--- src/rtl/acc_pkg.sv ---
// constants and carrier types for the conversion control block
package acc_pkg;
   // ----------------------------------------------------------------
   // register map (byte addresses)
   // ----------------------------------------------------------------
   localparam logic [7:0] ACC_OFS_CTRL = 8'h00;
   localparam logic [7:0] ACC_OFS_CTRL2 = 8'h04;
   localparam logic [7:0] ACC_OFS_RES_HI = 8'h08;
   localparam logic [7:0] ACC_OFS_RES_LO = 8'h0C;
   localparam logic [7:0] ACC_OFS_CMP_HI = 8'h10;
   localparam logic [7:0] ACC_OFS_CMP_LO = 8'h14;
   // ----------------------------------------------------------------
   // field positions
   // ----------------------------------------------------------------
   localparam int ACC_BIT_DONE = 7;
   localparam int ACC_BIT_IRQ_EN = 6;
   localparam int ACC_BIT_CONT = 5;
   localparam int ACC_BIT_ACTIVE = 7;
   localparam int ACC_BIT_TRIG = 6;
   localparam int ACC_BIT_CMP_EN = 5;
   localparam int ACC_BIT_CMP_GE = 4;
   // ----------------------------------------------------------------
   // channel codes, reset values and bus response codes
   // ----------------------------------------------------------------
   localparam logic [4:0] ACC_CH_AIN_END = 5'h1C;
   localparam logic [4:0] ACC_CH_REF_HI = 5'h1D;
   localparam logic [4:0] ACC_CH_REF_LO = 5'h1E;
   localparam logic [4:0] ACC_CH_OFF = 5'h1F;
   localparam logic [4:0] ACC_CH_RST = 5'h1F;
   localparam logic [9:0] ACC_CMP_RST = 10'h000;
   localparam logic [1:0] ACC_RESP_OKAY = 2'h0;
   localparam logic [1:0] ACC_RESP_SLVERR = 2'h2;
   // ----------------------------------------------------------------
   // carriers
   // ----------------------------------------------------------------
   typedef struct packed {
      logic start;
      logic abort;
      logic power_down;
      logic [4:0] channel;
   } acc_core_req_t;
   typedef struct packed {
      logic done;
      logic [9:0] data;
   } acc_core_rsp_t;
   typedef struct packed {
      logic [27:0] ain;
      logic ref_hi;
      logic ref_lo;
      logic off;
   } acc_mux_t;
endpackage

--- src/rtl/acc_chan_decode.sv ---
// channel code to analog input selection decoder
`timescale 1ns/1ns
`default_nettype none
module acc_chan_decode
   import acc_pkg::*;
(
   input wire logic [4:0] code,
   output acc_mux_t sel
);
   always_comb begin
      sel = '0;
      if (code < ACC_CH_AIN_END) begin
         sel.ain[code] = 1'b1;
      end else if (code == ACC_CH_REF_HI) begin
         sel.ref_hi = 1'b1;
      end else if (code == ACC_CH_REF_LO) begin
         sel.ref_lo = 1'b1;
      end else if (code == ACC_CH_OFF) begin
         sel.off = 1'b1;
      end
   end
endmodule
`default_nettype wire

--- src/rtl/acc_ctrl.sv ---
// conversion control and status with an AXI4-Lite register slave
//
// The AXI4-Lite interface to the registers and the address map are this design's own decisions.
`timescale 1ns/1ns
`default_nettype none
// Functional notes
// - control write aborts a running conversion and restarts unless channel all ones; with trigger select 1 it waits for a trigger
// - compare off: done flag sets on every completed conversion
// - compare on: done flag sets only when compare holds
// - done flag clears on control write or result low read
// - interrupt asserts when done flag sets with interrupt enable high
// - continuous off: one conversion per write or per hardware trigger
// - continuous on: conversions repeat back to back after the start
// - channel field bits 4:0, codes 0 to 27 pick inputs 0 to 27
// - twenty-eight analog inputs are selectable
// - channel all ones turns converter off and isolates inputs
// - ending continuous mode via all ones starts no extra conversion
// - single mode drops to low power after each conversion
// - trigger select 0 software write start, 1 hardware trigger start
// - compare direction 0 below value, 1 greater or equal
// - active flag sets on start, clears on single-mode completion or on an abort that is not followed by a restart
module acc_ctrl
   import acc_pkg::*;
(
   input wire logic aclk,
   input wire logic aresetn,
   input wire logic [7:0] s_axi_awaddr,
   input wire logic s_axi_awvalid,
   output logic s_axi_awready,
   input wire logic [31:0] s_axi_wdata,
   input wire logic [3:0] s_axi_wstrb,
   input wire logic s_axi_wvalid,
   output logic s_axi_wready,
   output logic [1:0] s_axi_bresp,
   output logic s_axi_bvalid,
   input wire logic s_axi_bready,
   input wire logic [7:0] s_axi_araddr,
   input wire logic s_axi_arvalid,
   output logic s_axi_arready,
   output logic [31:0] s_axi_rdata,
   output logic [1:0] s_axi_rresp,
   output logic s_axi_rvalid,
   input wire logic s_axi_rready,
   input wire logic hw_trigger_input,
   input wire acc_core_rsp_t core_rsp,
   output acc_core_req_t core_req,
   output acc_mux_t analog_channel_inputs,
   output logic done_irq
);
   typedef enum logic [1:0] {ST_IDLE, ST_WAIT, ST_CONV} acc_state_t;

   // ----------------------------------------------------------------
   // bus slave
   // ----------------------------------------------------------------
   logic aw_got_r, aw_got_nxt, w_got_r, w_got_nxt;
   logic awready_r, awready_nxt, wready_r, wready_nxt;
   logic [7:0] waddr_r, waddr_nxt;
   logic [7:0] wdata_r, wdata_nxt;
   logic wstrb_r, wstrb_nxt;
   logic bvalid_r, bvalid_nxt, rvalid_r, rvalid_nxt;
   logic arready_r, arready_nxt;
   logic [1:0] bresp_r, bresp_nxt, rresp_r, rresp_nxt;
   logic [7:0] rdata_r, rdata_nxt;
   logic wr_fire, wr_hit, rd_fire, rd_hit;
   logic ctrl_wr, ctrl2_wr, rl_rd;
   logic [7:0] rd_byte;

   // control state
   acc_state_t st_r, st_nxt;
   logic irq_en_r, irq_en_nxt, cont_r, cont_nxt;
   logic [4:0] chan_r, chan_nxt;
   logic trig_sel_r, trig_sel_nxt, cmp_en_r, cmp_en_nxt;
   logic cmp_ge_r, cmp_ge_nxt;
   logic [9:0] cmp_r, cmp_nxt, result_r, result_nxt;
   logic done_r, done_nxt, irq_r, irq_nxt, trig_q_r, trig_q_nxt;
   acc_core_req_t req_r, req_nxt;
   acc_mux_t mux_r, mux_dec;
   logic conv_end, cmp_true, done_set, trig_rise;

   assign wr_fire = aw_got_r && w_got_r && !bvalid_r;
   assign rd_fire = s_axi_arvalid && arready_r;
   assign ctrl_wr = wr_fire && wstrb_r && (waddr_r == ACC_OFS_CTRL);
   assign ctrl2_wr = wr_fire && wstrb_r && (waddr_r == ACC_OFS_CTRL2);
   assign rl_rd = rd_fire && (s_axi_araddr == ACC_OFS_RES_LO);

   always_comb begin
      wr_hit = 1'b1;
      unique case (waddr_r)
         ACC_OFS_CTRL, ACC_OFS_CTRL2, ACC_OFS_CMP_HI, ACC_OFS_CMP_LO: ;
         ACC_OFS_RES_HI, ACC_OFS_RES_LO: ;
         default: wr_hit = 1'b0;
      endcase
   end

   always_comb begin
      rd_hit = 1'b1;
      rd_byte = 8'h00;
      unique case (s_axi_araddr)
         ACC_OFS_CTRL: rd_byte = {done_r, irq_en_r, cont_r, chan_r};
         ACC_OFS_CTRL2: begin
            rd_byte[ACC_BIT_ACTIVE] = (st_r == ST_CONV);
            rd_byte[ACC_BIT_TRIG] = trig_sel_r;
            rd_byte[ACC_BIT_CMP_EN] = cmp_en_r;
            rd_byte[ACC_BIT_CMP_GE] = cmp_ge_r;
         end
         ACC_OFS_RES_HI: rd_byte = {6'h00, result_r[9:8]};
         ACC_OFS_RES_LO: rd_byte = result_r[7:0];
         ACC_OFS_CMP_HI: rd_byte = {6'h00, cmp_r[9:8]};
         ACC_OFS_CMP_LO: rd_byte = cmp_r[7:0];
         default: rd_hit = 1'b0;
      endcase
   end

   always_comb begin
      aw_got_nxt = aw_got_r;
      w_got_nxt = w_got_r;
      waddr_nxt = waddr_r;
      wdata_nxt = wdata_r;
      wstrb_nxt = wstrb_r;
      bvalid_nxt = bvalid_r;
      bresp_nxt = bresp_r;
      rvalid_nxt = rvalid_r;
      rdata_nxt = rdata_r;
      rresp_nxt = rresp_r;
      if (s_axi_awvalid && awready_r) begin
         aw_got_nxt = 1'b1;
         waddr_nxt = {s_axi_awaddr[7:2], 2'b00};
      end
      if (s_axi_wvalid && wready_r) begin
         w_got_nxt = 1'b1;
         wdata_nxt = s_axi_wdata[7:0];
         wstrb_nxt = s_axi_wstrb[0];
      end
      if (wr_fire) begin
         aw_got_nxt = 1'b0;
         w_got_nxt = 1'b0;
         bvalid_nxt = 1'b1;
         bresp_nxt = wr_hit ? ACC_RESP_OKAY : ACC_RESP_SLVERR;
      end else if (bvalid_r && s_axi_bready) begin
         bvalid_nxt = 1'b0;
      end
      if (rd_fire) begin
         rvalid_nxt = 1'b1;
         rdata_nxt = rd_byte;
         rresp_nxt = rd_hit ? ACC_RESP_OKAY : ACC_RESP_SLVERR;
      end else if (rvalid_r && s_axi_rready) begin
         rvalid_nxt = 1'b0;
      end
      awready_nxt = !aw_got_nxt && !bvalid_nxt;
      wready_nxt = !w_got_nxt && !bvalid_nxt;
      arready_nxt = !rvalid_nxt;
   end

   always_ff @(posedge aclk) begin
      if (!aresetn) begin
         aw_got_r <= 1'b0;
         w_got_r <= 1'b0;
         awready_r <= 1'b1;
         wready_r <= 1'b1;
         waddr_r <= 8'h00;
         wdata_r <= 8'h00;
         wstrb_r <= 1'b0;
         bvalid_r <= 1'b0;
         bresp_r <= ACC_RESP_OKAY;
         arready_r <= 1'b1;
         rvalid_r <= 1'b0;
         rdata_r <= 8'h00;
         rresp_r <= ACC_RESP_OKAY;
      end else begin
         aw_got_r <= aw_got_nxt;
         w_got_r <= w_got_nxt;
         awready_r <= awready_nxt;
         wready_r <= wready_nxt;
         waddr_r <= waddr_nxt;
         wdata_r <= wdata_nxt;
         wstrb_r <= wstrb_nxt;
         bvalid_r <= bvalid_nxt;
         bresp_r <= bresp_nxt;
         arready_r <= arready_nxt;
         rvalid_r <= rvalid_nxt;
         rdata_r <= rdata_nxt;
         rresp_r <= rresp_nxt;
      end
   end

   // ----------------------------------------------------------------
   // conversion sequencing
   // ----------------------------------------------------------------
   assign conv_end = core_rsp.done && (st_r == ST_CONV);
   assign trig_rise = hw_trigger_input && !trig_q_r;
   assign cmp_true = cmp_ge_r ? (core_rsp.data >= cmp_r)
                              : (core_rsp.data < cmp_r);
   assign done_set = conv_end && (!cmp_en_r || cmp_true);

   acc_chan_decode u_dec (
      .code(chan_nxt),
      .sel(mux_dec)
   );

   always_comb begin
      irq_en_nxt = irq_en_r;
      cont_nxt = cont_r;
      chan_nxt = chan_r;
      trig_sel_nxt = trig_sel_r;
      cmp_en_nxt = cmp_en_r;
      cmp_ge_nxt = cmp_ge_r;
      cmp_nxt = cmp_r;
      result_nxt = result_r;
      st_nxt = st_r;
      trig_q_nxt = hw_trigger_input;
      req_nxt = '0;
      if (done_set) begin
         result_nxt = core_rsp.data;
      end
      if (conv_end) begin
         if (cont_r) begin
            req_nxt.start = 1'b1;
         end else begin
            st_nxt = trig_sel_r ? ST_WAIT : ST_IDLE;
         end
      end
      if (st_r == ST_WAIT && trig_rise) begin
         st_nxt = ST_CONV;
         req_nxt.start = 1'b1;
      end
      if (ctrl2_wr) begin
         trig_sel_nxt = wdata_r[ACC_BIT_TRIG];
         cmp_en_nxt = wdata_r[ACC_BIT_CMP_EN];
         cmp_ge_nxt = wdata_r[ACC_BIT_CMP_GE];
      end
      if (wr_fire && wstrb_r && waddr_r == ACC_OFS_CMP_HI) begin
         cmp_nxt[9:8] = wdata_r[1:0];
      end
      if (wr_fire && wstrb_r && waddr_r == ACC_OFS_CMP_LO) begin
         cmp_nxt[7:0] = wdata_r;
      end
      if (ctrl_wr) begin
         irq_en_nxt = wdata_r[ACC_BIT_IRQ_EN];
         cont_nxt = wdata_r[ACC_BIT_CONT];
         chan_nxt = wdata_r[4:0];
         req_nxt.abort = (st_r == ST_CONV);
         req_nxt.start = 1'b0;
         if (wdata_r[4:0] == ACC_CH_OFF) begin
            st_nxt = ST_IDLE;
         end else if (!trig_sel_r) begin
            st_nxt = ST_CONV;
            req_nxt.start = 1'b1;
         end else begin
            st_nxt = ST_WAIT;
         end
      end
      done_nxt = done_set || (done_r && !(ctrl_wr || rl_rd));
      irq_nxt = done_nxt && irq_en_nxt;
      req_nxt.channel = chan_nxt;
      req_nxt.power_down = (st_nxt != ST_CONV);
   end

   always_ff @(posedge aclk) begin
      if (!aresetn) begin
         st_r <= ST_IDLE;
         irq_en_r <= 1'b0;
         cont_r <= 1'b0;
         chan_r <= ACC_CH_RST;
         trig_sel_r <= 1'b0;
         cmp_en_r <= 1'b0;
         cmp_ge_r <= 1'b0;
         cmp_r <= ACC_CMP_RST;
         result_r <= 10'h000;
         done_r <= 1'b0;
         irq_r <= 1'b0;
         trig_q_r <= 1'b0;
         req_r <= '{start: 1'b0, abort: 1'b0, power_down: 1'b1,
                    channel: ACC_CH_RST};
         mux_r <= '{ain: 28'h0000000, ref_hi: 1'b0, ref_lo: 1'b0,
                    off: 1'b1};
      end else begin
         st_r <= st_nxt;
         irq_en_r <= irq_en_nxt;
         cont_r <= cont_nxt;
         chan_r <= chan_nxt;
         trig_sel_r <= trig_sel_nxt;
         cmp_en_r <= cmp_en_nxt;
         cmp_ge_r <= cmp_ge_nxt;
         cmp_r <= cmp_nxt;
         result_r <= result_nxt;
         done_r <= done_nxt;
         irq_r <= irq_nxt;
         trig_q_r <= trig_q_nxt;
         req_r <= req_nxt;
         mux_r <= mux_dec;
      end
   end

   assign s_axi_awready = awready_r;
   assign s_axi_wready = wready_r;
   assign s_axi_bvalid = bvalid_r;
   assign s_axi_bresp = bresp_r;
   assign s_axi_arready = arready_r;
   assign s_axi_rvalid = rvalid_r;
   assign s_axi_rresp = rresp_r;
   assign s_axi_rdata = {24'h000000, rdata_r};
   assign core_req = req_r;
   assign analog_channel_inputs = mux_r;
   assign done_irq = irq_r;
endmodule
`default_nettype wire

--- config.mk ---
export PLATFORM = sky130hd
export DESIGN_NAME = acc_ctrl
export DESIGN_NICKNAME = d
export VERILOG_FILES = /design/src/rtl/acc_pkg.sv /design/src/rtl/acc_chan_decode.sv /design/src/rtl/acc_ctrl.sv
export SDC_FILE = /design/constraint.sdc
export NUM_CORES = 1
export LEC_CHECK = 0
export BUFFER_PORTS_ARGS = -buffer_cell sky130_fd_sc_hd__buf_2
export CAP_MARGIN = 20
export CORE_MARGIN = 2
export CORE_UTILIZATION = 40
export CTS_BUF_LIST = sky130_fd_sc_hd__clkbuf_16
export DETAILED_ROUTE_END_ITERATION = 10
export GPL_ROUTABILITY_DRIVEN = 0
export GPL_TIMING_DRIVEN = 0
export PLACE_DENSITY = 0.66
export RECOVER_POWER = 50
export SKIP_LAST_GASP = 1
export SLEW_MARGIN = 25
export SYNTH_ARGS = -nofsm -noshare
export SYNTH_HDL_FRONTEND = slang
export SYNTH_SLANG_ARGS = --single-unit
--- constraint.sdc ---
create_clock -name aclk -period 3.5 [get_ports aclk]
set_input_delay 0 -clock aclk [delete_from_list [all_inputs] [get_ports aclk]]
set_output_delay 0 -clock aclk [all_outputs]
set_load 0.1 [all_outputs]
==> reports/summary.txt <==
Detailed Route Iter0 Violations - 223
Clock Sink Count - 101
Layout Nets - 756
Xor and xnor fraction of the mapped netlist area - 0
WL final - 11740 um
Endpoint of the worst hold-timing path - waddr_r[4]
Fmax - 409.4 MHz
Capture instance of the worst register-to-register path - result_r[3]
Count of mapped cells out of synthesis - 518
Syn_area_per_cell - 8.507 um^2
Die X - 109.0 um
# fillers - 1058
Class of the worst hold path - in2reg
Post-DP HPWL - 8857 um
Part of the Yosys area used for sequential elements - 0.4588
Worst IR Drop VDD - 0.2409 mV
Hold-critical path depth - 4
Max-slew headroom at the worst pin - 0.2057
Crit share post-route - 0.6979
Max-cap violations - 0
Number of register bits inferred by synthesis - 101
Complex-gate fraction of the synthesized area - 0.1556
Leakage - 2.264 nW
Share of synthesized cell area in full adder, half adder and majority cells - 0.03066
I/O pin cnt - 152
P&R area growth vs syn - 28.68%
TritonCTS Buffers - 9
Final number of hold-violating endpoints - 0
Count of H-tree levels built during CTS - 3
Storage cell area - 2022 um^2
Total standard cell area after synthesis - 4407 um^2
Syn. warnings - 0
Buffers inserted during post-CTS setup optimization - 0
Antenna Nets Post-Route - 0
CTS tree - done
Arrival time of data at the critical path endpoint - 2710 ps
Time the final worst path needs with I/O delays and setup - 2443 ps
Share of layout cells above drive strength 1 - 0.1441
Standard-cell row count - 38
R2R Setup Slk - 1060 ps
Placeable core region - 10790 um^2
DRC errors left - 0
Placed instance count - 776
Number of vias per cell - 4.960
Starting density of the core - 0.4083
Required time reported for the critical path endpoint - 3770 ps
Accumulated negative setup slack - 0 ps
RSZ-0062 raised after global routing - no
Root Buffer Master - sky130_fd_sc_hd__clkbuf_16
CTS Hold Buffers Added - 28
Category of the worst setup path capture point - flip-flop
Height of the die - 109.0 um
R2r startpoint - cmp_r[7]
Combinational family with the most area after synthesis - simple AND/OR/NAND/NOR gates
Diodes inserted - 0
Worst hold margin - 81.18 ps
Combined area of the multi-input logic cells - 2107 um^2
Vias in the first global route - 3757
DR vias - 4067
Max stage delay on crit path - 410 ps
Number of I/O port buffers - 93
Number of buffers between clock root and the deepest sink - 2
CP max FO - 10
Die Outline Area - 11870 um^2
Worst slew pin tran - 1197 ps
Overall Power - 2.656 mW
Clk Latency, worst-skew pair - 350 ps
Aggregate global-route resource usage - 0.2002
Share of flip-flops with an asynchronous set or reset after synthesis - 0
WS Path Type - reg2reg
Clock-pin slew on the worst setup and hold paths - 70 ps
Cell depth of the worst flop-to-flop path - 8
Filler-free cell count of the finished design - 820
Average wire per standard cell - 14.31 um
Initial antenna violation count - 0
First-pass iteration count of the detailed router - 5
Cell with the largest stage delay on the worst path - sky130_fd_sc_hd__dfxtp_1
Synthesized-area fraction occupied by and/or/nand/nor cells - 0.2263
HP Start - s_axi_awvalid
GRT overflow - 0
Startpoint class of the critical path - flip-flop
Dominant register cell in the synthesized netlist - sky130_fd_sc_hd__dfxtp_1
Wire length of the first global-routing pass - 18330 um
Share of synthesized area spent on multiplexers - 0.04344
Number of pins with negative max-slew slack in the final report - 0
Crit path cell chain - inv_1 -> ha_1 -> a211oi_1 -> o21bai_1 -> a211o_1 -> a311oi_2 -> buf_4 -> mux2i_1
Largest net degree at the start of global routing - 20
Resized Gates After CTS - 0
Power per Cell Area - 468.4 nW/um^2
Outcome - finished clean
Count of flip-flops with a built-in enable after synthesis - 0
Setup clock skew after layout - 5.732 ps
Post-synth cell types - 55
Final setup violation count - 0
## per-layer routing
metal	vias up	track usage	wire length [um]
met5	-	0	0
met4	0	0.06044	173
met3	14	0.04124	627
met2	123	0.3310	5632
met1	1896	0.2627	5304
li1	2034	-	-
## cells by family (layout without fill, tap and decap cells)
family	Yosys count	after routing
flops	101	101
mux	19	19
simple gates	214	214
fa+ha+maj	11	11
buf+inv	71	208
compound gates	101	101
other cells	1	26
## cell usage after synthesis (all sizes together), types with 2 or more instances
master / count / share of area
nor2b: 5 / 0.0071
a211oi: 7 / 0.012
nor3: 13 / 0.015
o31ai: 2 / 0.0034
inv: 21 / 0.018
o211ai: 6 / 0.011
nand2b: 8 / 0.011
nand2: 101 / 0.086
nor4: 5 / 0.014
o22ai: 3 / 0.0057
buf: 31 / 0.050
a21o: 3 / 0.0051
a22oi: 2 / 0.0034
clkbuf: 18 / 0.015
and2: 4 / 0.0057
a22o: 5 / 0.0099
nand4: 4 / 0.0057
o21ai: 11 / 0.016
ha: 10 / 0.028
and4: 3 / 0.0060
a221oi: 2 / 0.0040
a222oi: 2 / 0.0045
nand3b: 2 / 0.0034
nor2: 50 / 0.043
o211a: 2 / 0.0045
nand3: 8 / 0.0091
nor4b: 4 / 0.0079
o21bai: 4 / 0.0068
and3: 2 / 0.0028
or4: 2 / 0.0034
a21oi: 42 / 0.048
a31oi: 2 / 0.0028
mux2i: 18 / 0.041
dfxtp: 101 / 0.46
## layout by cell type, fill, tap and decap left out, types with 4 or more instances in the layout
cell and instances:
sky130_fd_sc_hd__nand3_1 8, sky130_fd_sc_hd__dfxtp_1 101, sky130_fd_sc_hd__buf_4 27, sky130_fd_sc_hd__nand2_1 101, sky130_fd_sc_hd__o21ai_2 4, sky130_fd_sc_hd__buf_2 42
sky130_fd_sc_hd__a21oi_1 42, sky130_fd_sc_hd__o21bai_1 4, sky130_fd_sc_hd__nand4_1 4, sky130_fd_sc_hd__mux2i_1 18, sky130_fd_sc_hd__a211oi_1 7, sky130_fd_sc_hd__nand2b_1 8
sky130_fd_sc_hd__nor4b_1 4, sky130_fd_sc_hd__clkbuf_16 9, sky130_fd_sc_hd__a22o_1 5, sky130_fd_sc_hd__conb_1 26, sky130_fd_sc_hd__nor3_1 13, sky130_fd_sc_hd__clkbuf_1 72
sky130_fd_sc_hd__o211ai_1 5, sky130_fd_sc_hd__inv_1 21, sky130_fd_sc_hd__ha_1 10, sky130_fd_sc_hd__dlygate4sd3_1 28, sky130_fd_sc_hd__nor2b_1 5, sky130_fd_sc_hd__nor2_1 50
sky130_fd_sc_hd__o21ai_0 7
## cell type report
cell class | count | area share
Clock inverter | 7 | 0.01611
Clock buffer | 9 | 0.03972
Tap cell | 140 | 0.03089
Timing Repair Buffer | 121 | 0.1196
Buffer | 49 | 0.05097
Inverter | 22 | 0.01456
Multi-Input combinational cell | 371 | 0.3716
Sequential cell | 101 | 0.3566
## through the flow
step                      instance area, um^2  worst slack [ps]  utilization
after global routing                     5670             927.6       0.5254
after global placement                   5141              1247       0.4764
after floorplan                          4501              1260            -
after CTS                                5738              1076       0.5316
after detailed placement                 5141              1113       0.4764
final                                    5670              1057       0.5254
## worst max path at each step
stage	start	end	slack, ps	depth (start not counted)
after floorplan	s_axi_bvalid	analog_channel_inputs[6]	1260	5
after global placement	cmp_r[7]	result_r[5]	1250	8
after detailed placement	cmp_r[7]	result_r[3]	1110	8
after CTS	cmp_r[7]	result_r[3]	1080	8
after global routing	cmp_r[3]	result_r[9]	930	8
final	cmp_r[7]	result_r[3]	1060	8
## registers in the layout (all words and copies together), names as in the netlist, 2 cells and up
signal,flops
wdata_r,8
analog_channel_inputs,31
core_req,8
waddr_r,6
cmp_r,10
result_r,10
rdata_r,8
st_r,2
## power breakdown
part	internal [mW]	total, mW	switching [mW]
Clock	0.572	1.04	0.466
Sequential	1.18	1.20	0.0214
Combinational	0.103	0.422	0.319
## critical path, delay by kind of cell (launching register included)
family,cells,cell delay [ps]
buffers and inverters,2,360
adders and majority gates,1,310
muxes,1,210
AOI/OAI and AO/OA,4,1070
DFF,1,410
Power figures use the tool's default switching activity.
